$ cat config.mk
export PLATFORM = sky130hd
export DESIGN_NAME = dadc_ctrl
export DESIGN_NICKNAME = d
export VERILOG_FILES = /design/src/dadc_pkg.sv /design/src/dadc_ctrl.sv
export SDC_FILE = /design/constraint.sdc
export NUM_CORES = 1
export LEC_CHECK = 0
export CORE_AREA = 2 2 132 134
export CTS_CLUSTER_SIZE = 10
export DETAILED_ROUTE_END_ITERATION = 12
export DIE_AREA = 0 0 134 136
export DONT_BUFFER_PORTS = 1
export PLACE_DENSITY = 0.52
export SLEW_MARGIN = 10
export SYNTH_ARGS = -nofsm -noshare
export SYNTH_HDL_FRONTEND = slang
export SYNTH_SLANG_ARGS = --single-unit
$ cat constraint.sdc
create_clock -name pclk -period 6.6 [get_ports pclk]
set_clock_uncertainty 0.1 [all_clocks]
set_input_delay 0.99 -clock pclk [delete_from_list [all_inputs] [get_ports pclk]]
set_output_delay 0.99 -clock pclk [all_outputs]
set_load 0.01 [all_outputs]
$ cat src/dadc_pkg.sv
// Package for the dual converter output control block
package dadc_pkg;
	localparam int unsigned DATA_W = 12;
	localparam int unsigned CLK_MHZ = 10;
	localparam int unsigned PD_RECOVERY_US = 500;
	localparam int unsigned PD_RECOVERY_CYC = PD_RECOVERY_US * CLK_MHZ;
	localparam int unsigned FLUSH_CYC = 4;
	localparam logic [7:0] APB_OFF_CTRL = 8'h00;
	localparam logic [7:0] APB_OFF_STAT = 8'h04;
	localparam logic [7:0] APB_OFF_RES = 8'h08;
	localparam logic [5:0] CTRL_RST = 6'h03;
	localparam logic [11:0] MID_CODE = 12'h800;

	typedef struct packed {
		logic [11:0] a;
		logic [11:0] b;
	} dadc_pair_s;
endpackage : dadc_pkg

$ cat src/dadc_ctrl.sv
// Output control of a dual 12-bit converter with APB register access
//
// The address map and the APB register port were left to the implementer.
`timescale 1ns/1ps
`default_nettype none
module dadc_ctrl #(
	parameter int unsigned RECOVERY_CYC = dadc_pkg::PD_RECOVERY_CYC
) (
	input  wire logic                     pclk,
	input  wire logic                     presetn,
	input  wire logic                     psel,
	input  wire logic                     penable,
	input  wire logic                     pwrite,
	input  wire logic [7:0]               paddr,
	input  wire logic [31:0]              pwdata,
	output logic      [31:0]              prdata,
	output logic                          pready,
	output logic                          pslverr,
	input  wire logic [11:0]              sample_a_raw,
	input  wire logic [11:0]              sample_b_raw,
	output logic      [11:0]              data_a_out,
	output logic      [11:0]              data_a_oe,
	output logic      [11:0]              data_b_out,
	output logic      [11:0]              data_b_oe,
	output logic                          converter_run,
	output logic                          reference_external,
	output logic                          result_valid_a,
	output logic                          result_valid_b
);
	// Control bits: 0 chan_a_output_enable_n, 1 chan_b, 2 sleep_request,
	// 3 format_select, 4 reference_source_select, 5 spare
	logic [5:0]  ctrl_ff, nxt_ctrl;
	logic [31:0] prdata_ff, nxt_prdata;
	logic        pready_ff, nxt_pready;
	logic        pslverr_ff, nxt_pslverr;
	logic        setup;
	logic        wr_hit;
	dadc_pkg::dadc_pair_s pair_ff, nxt_pair;
	logic [2:0]  flush_ff, nxt_flush;
	logic        val_a_ff, nxt_val_a, val_b_ff, nxt_val_b;
	logic        rec_busy_ff, nxt_rec_busy;
	logic [31:0] rec_cnt_ff, nxt_rec_cnt;
	logic        sleep;

	// A write commits only at the access edge on which pready is seen high
	assign setup = psel && !penable;
	assign wr_hit = psel && penable && pready_ff && pwrite &&
		(paddr == dadc_pkg::APB_OFF_CTRL);

	// Format encoding shared by both channels
	function automatic logic [11:0] dadc_fmt(input logic [11:0] ob, input logic twos);
		dadc_fmt = twos ? {~ob[11], ob[10:0]} : ob;
	endfunction : dadc_fmt

	// APB slave: answer one cycle after setup, zero wait beyond that
	always_comb begin
		nxt_ctrl = ctrl_ff;
		nxt_prdata = prdata_ff;
		nxt_pready = 1'b0;
		nxt_pslverr = 1'b0;
		if (wr_hit) begin
			nxt_ctrl = pwdata[5:0];
		end
		if (setup) begin
			nxt_pready = 1'b1;
			if (pwrite) begin
				// Only the control word is writable
				nxt_pslverr = (paddr != dadc_pkg::APB_OFF_CTRL);
			end else begin
				case (paddr)
					dadc_pkg::APB_OFF_CTRL: nxt_prdata = {26'h0000000, ctrl_ff};
					dadc_pkg::APB_OFF_STAT: nxt_prdata = {28'h0000000, rec_busy_ff,
						flush_ff != 3'h0, val_a_ff, val_b_ff};
					dadc_pkg::APB_OFF_RES: nxt_prdata = {4'h0, pair_ff.a, 4'h0, pair_ff.b};
					default: begin
						nxt_prdata = 32'h00000000;
						nxt_pslverr = 1'b1;
					end
				endcase
			end
		end
	end

	always_ff @(posedge pclk or negedge presetn) begin
		if (!presetn) begin
			ctrl_ff <= dadc_pkg::CTRL_RST;
			prdata_ff <= 32'h00000000;
			pready_ff <= 1'b0;
			pslverr_ff <= 1'b0;
		end else begin
			ctrl_ff <= nxt_ctrl;
			prdata_ff <= nxt_prdata;
			pready_ff <= nxt_pready;
			pslverr_ff <= nxt_pslverr;
		end
	end

	// Raw samples arrive from the converter core domain: two-stage sync
	logic [23:0] raw_s1_ff, raw_s2_ff;
	always_ff @(posedge pclk or negedge presetn) begin
		if (!presetn) begin
			raw_s1_ff <= 24'h000000;
			raw_s2_ff <= 24'h000000;
		end else begin
			raw_s1_ff <= {sample_a_raw, sample_b_raw};
			raw_s2_ff <= raw_s1_ff;
		end
	end

	// Conversion pipeline and validity tracking
	assign sleep = ctrl_ff[2];

	always_comb begin
		nxt_pair = pair_ff;
		nxt_flush = flush_ff;
		nxt_rec_cnt = rec_cnt_ff;
		nxt_rec_busy = rec_busy_ff;
		if (sleep) begin
			// Pipeline content is lost; park at midscale
			nxt_pair.a = dadc_pkg::MID_CODE;
			nxt_pair.b = dadc_pkg::MID_CODE;
			nxt_flush = 3'(dadc_pkg::FLUSH_CYC);
			nxt_rec_cnt = RECOVERY_CYC;
			nxt_rec_busy = 1'b1;
		end else begin
			// Converts regardless of output enables
			nxt_pair.a = dadc_fmt(raw_s2_ff[23:12], ctrl_ff[3]);
			nxt_pair.b = dadc_fmt(raw_s2_ff[11:0], ctrl_ff[3]);
			if (flush_ff != 3'h0) nxt_flush = flush_ff - 3'h1;
			if (rec_cnt_ff != 32'h0) nxt_rec_cnt = rec_cnt_ff - 32'h1;
			nxt_rec_busy = (rec_cnt_ff > 32'h1);
		end
		// Valid only with enable low, awake, and stale words flushed
		nxt_val_a = !ctrl_ff[0] && !sleep && (flush_ff == 3'h0);
		nxt_val_b = !ctrl_ff[1] && !sleep && (flush_ff == 3'h0);
	end

	always_ff @(posedge pclk or negedge presetn) begin
		if (!presetn) begin
			pair_ff <= '0;
			flush_ff <= 3'(dadc_pkg::FLUSH_CYC);
			val_a_ff <= 1'b0;
			val_b_ff <= 1'b0;
			rec_busy_ff <= 1'b0;
			rec_cnt_ff <= 32'h0;
		end else begin
			pair_ff <= nxt_pair;
			flush_ff <= nxt_flush;
			val_a_ff <= nxt_val_a;
			val_b_ff <= nxt_val_b;
			rec_busy_ff <= nxt_rec_busy;
			rec_cnt_ff <= nxt_rec_cnt;
		end
	end

	// Pin drive registers: enables follow the active-low controls
	logic [11:0] oe_a_ff, oe_b_ff;
	logic        run_ff, ref_ff;
	always_ff @(posedge pclk or negedge presetn) begin
		if (!presetn) begin
			oe_a_ff <= 12'h000;
			oe_b_ff <= 12'h000;
			run_ff <= ~dadc_pkg::CTRL_RST[2]; // Matches the control reset value
			ref_ff <= 1'b0;
		end else begin
			oe_a_ff <= {12{!nxt_ctrl[0]}};
			oe_b_ff <= {12{!nxt_ctrl[1]}};
			run_ff <= !nxt_ctrl[2];
			ref_ff <= nxt_ctrl[4];
		end
	end

	assign prdata = prdata_ff;
	assign pready = pready_ff;
	assign pslverr = pslverr_ff;
	assign data_a_out = pair_ff.a;
	assign data_b_out = pair_ff.b;
	assign data_a_oe = oe_a_ff;
	assign data_b_oe = oe_b_ff;
	assign converter_run = run_ff;
	assign reference_external = ref_ff;
	assign result_valid_a = val_a_ff;
	assign result_valid_b = val_b_ff;
endmodule : dadc_ctrl
`default_nettype wire

==> summary.txt <==
Critical path
  – Critical path startpoint: rec_cnt_ff[0]
  – Arr. time, crit path: 3430 ps
  – Maximum fanout along the worst path: 18
  – Crit Path Category: reg2reg
  – R2r startpoint: rec_cnt_ff[0]
  – Worst setup path end: rec_cnt_ff[7]
  – RR Endpoint: rec_cnt_ff[7]
  – R2R depth: 8
  – Startpoint types: register
  – Worst setup EP type: register
  – CP Data Required Time: 6790 ps
  – Reg2reg setup slack: 3360 ps

Clock network
  – Clock buffer depth: 2
  – CTS buffer count: 17
  – Clk sinks: 145
  – Post-CTS Resized: 0
  – Worst-Skew Late Latency: approximately 420 ps
  – CTS HTree Levels: 4
  – Postcts setup bufs: 0
  – Root Driver: clkbuf_16
  – Hold buffers post-CTS: 0
  – CTS clock-pin slew for the worst setup and hold paths: 60 ps
  – CTS tree: done

Logic synthesis
  – Compound-gate portion of the synthesized area: 8.609%
  – Area leader, netlist: dfrtp_1
  – Post-Synth Simple-Gate Area: 15.61%
  – Adder-cell area share of the yosys netlist: 1.046%
  – Synth Instances: 453
  – Mux contribution to synthesized area: around 3.7%
  – Synth Area in XOR/XNOR: 1.068%
  – Synth top area cells: dfrtp_1, buf_4, nor2b_1
  – Yosys reg bits: 145
  – Mapped Area: 0.005741 mm2
  – Synth top area share: 61.46%
  – Avg Inst Size Synth: 12.67 um2
  – Main combinational cell family by area after synthesis: simple AND/OR/NAND/NOR gates
  – Unique masters post-synth: 54
  – Register area share after synthesis: 63.30%
  – Warning count from the yosys run: 0

Pwr
  – Combinational power share: 15.3%
  – Worst VDD drop: 0.2044 mV
  – Part of the power in registers: ~46%
  – Net Sw Power: between 600 and 700 uW
  – P per Cell Area: around 400 mW/mm2
  – Internal power: around 1.8 mW
  – Clock power share: 39.0%
  – Leakage: ~2.8 nW
  – Switching share of power: between 20% and 30%

STA
  – Final setup TNS: 0 ps
  – Slew margin rel.: 23.32%
  – Fin crit share: 49.07%
  – Final-report setup violation count: 0
  – FMAX: approximately 310 MHz
  – Measured slew at the worst slew-check pin: 1142 ps
  – Final Critical Period: 3239 ps
  – RSZ-0062 raised after global routing: no
  – Max-slew violations: 0
  – Min setup slack post-route: ~3400 ps
  – Endpoints failing hold: 0

Global routing
  – Pin count of the biggest net entering global routing: 146
  – Total track usage: between 10% and 20%
  – Grt total ovfl: 0
  – Initial antenna violation count: 0
  – Vias in the first global route: 3507
  – Global-route wire length before repair: 18490 um

Cells and area
  – P&R area growth vs syn: 10.29%
  – Fin cells: 667
  – Final Net Count: around 500
  – ANT cells: 0
  – Layout cells sized above 1: 13.12%

Run
  – Max Cap Viol: 0

Place
  – Port buffer count: 0
  – Placer Congestion: 0.7596
  – Dpl cells: 636
  – Post-DP HPWL: 7153 um
  – Worst slack, placed: 3376 ps

Run status
  – Status: completed

Floorplanning
  – Starting density of the core: 34.02%
  – Row count: 48
  – Core box area: between 0.015 and 0.02 mm2
  – Ports: 155
  – Die width: approximately 130 um
  – Die area: 0.01822 mm2
  – Die height: 136 um

Route
  – Vias: 3237
  – Drt total wl: 10930 um
  – DR DRC count: 0
  – DR vias/cell: 4.853
  – First drt pass iteration count: 4
  – Routed Antenna Nets: 0
  – Initial DRC count: 196
  – WL per Instance: 16.39 um

Hold path
  – HP Class: in2async
[stage by stage]
stage | util, % | power, mW | area (um2) | hold WS [ps]
3_5_place_dp | 33.99 | 1.523 | 5737 | 234.7
5_1_grt | 37.51 | 2.615 | 6331 | 149.7
4_1_cts | 37.51 | 2.497 | 6331 | 149.4
2_1_floorplan | - | 1.443 | 5767 | 231.2
6_report | 37.51 | 2.468 | 6331 | 172.7
3_3_place_gp | 33.99 | 1.498 | 5737 | 232.0
[worst min path at each step]
stage             startpoint            end  slack, ps  cells past startpoint
4_1_cts              presetn         pready        150                      0
6_report             presetn   data_a_oe[0]        170                      0
5_1_grt              presetn   data_a_oe[0]        150                      0
2_1_floorplan   raw_s1_ff[0]   raw_s2_ff[0]        230                      0
3_3_place_gp   raw_s1_ff[10]  raw_s2_ff[10]        230                      0
3_5_place_dp    raw_s1_ff[8]   raw_s2_ff[8]        230                      0
[placed cells by master (no fill, tap or decap), types with 4 or more instances in the layout]
cell type / n
a21oi_1: 17
a22o_1: 22
clkbuf_16: 17
clkinv_2: 4
conb_1: 8
dfrtp_1: 140
dfstp_2: 4
ha_1: 4
inv_1: 9
mux2_2: 10
mux2i_1: 9
nand2_1: 9
nand2b_1: 4
nand3_1: 5
nor2_1: 22
nor2b_1: 33
nor3_1: 12
nor4_1: 9
o21ai_0: 13
o31ai_1: 9
or3_1: 13
or4_1: 7
xnor2_1: 4
[flip-flops by register name, indices dropped and copies added, names as in the netlist, 3 cells and up]
signal / flops
ctrl_ff: 6
data_a_out: 12
data_b_out: 12
flush_ff: 3
prdata: 24
raw_s1_ff: 24
raw_s2_ff: 24
rec_cnt_ff: 32
[power by group through the flow]
| stage | sequential [mW] | clock [mW] | combinational (mW) |
|---|---|---|---|
| after detailed placement | 1.14 | 0 | 0.380 |
| after floorplan | 1.11 | 0 | 0.331 |
| after CTS | 1.13 | 0.987 | 0.382 |
| after global placement | 1.14 | 0 | 0.363 |
| after global routing | 1.15 | 1.03 | 0.440 |
| final | 1.13 | 0.963 | 0.377 |
[critical path, cell delays in order (launching register included)]
cell and delay [ps]:
dfrtp_1 410, inv_1 110, ha_1 200, or3b_1 460, nor4_4 410, nor4b_4 640
buf_4 340, nor3_1 70, or3b_1 360
[synthesized netlist by cell type, drive strengths merged]
cell type,instances
mux2i,9
o41ai,2
clkbuf,15
nand3,5
maj3,1
and2,2
buf,37
o21ai,14
o21a,1
nor3,12
o21bai,2
nand2,9
or2b,1
or3b,4
ha,4
xnor2,4
a21oi,17
or4b,1
mux2,11
nor4b,3
nand2b,5
o211ai,1
and2b,1
a211oi,3
dfstp,4
nor4,13
or4,7
conb,1
o2111ai,1
dfrtp,141
nand3b,3
or2,3
o31ai,9
xor2,3
nand4,2
nor2,22
or3,14
and3,1
inv,9
nand4b,1
a22o,22
nor2b,33
[cells by family after synthesis]
group,Yosys count
other,1
AOI/OAI and AO/OA,72
xor gates and xnor gates,7
DFF,145
adders and majority gates,5
and+or+nand+nor,142
buffers and inverters,61
muxes,20
[routing by layer]
layer / global-route usage (%) / part of all wire (%) / vias to the layer above
met2: 20.37 / 47 / 85
li1: - / - / 1511
met1: 17.24 / 46 / 1627
met4: 6.619 / 1.7 / 0
met3: 4.139 / 6.2 / 14
met5: 0 / 0 / -
[cell type report]
class / count / area [um2]
repair buffers: 3 / 22.52
inverters: 9 / 33.78
multi-input cells: 254 / 1764
clock inverters: 10 / 133.9
fillers: 1588 / 10550
well taps: 225 / 281.5
flip-flops and latches: 145 / 3635
clock buffers: 21 / 460.4
Note: power is estimated with default switching activity, not from simulation.
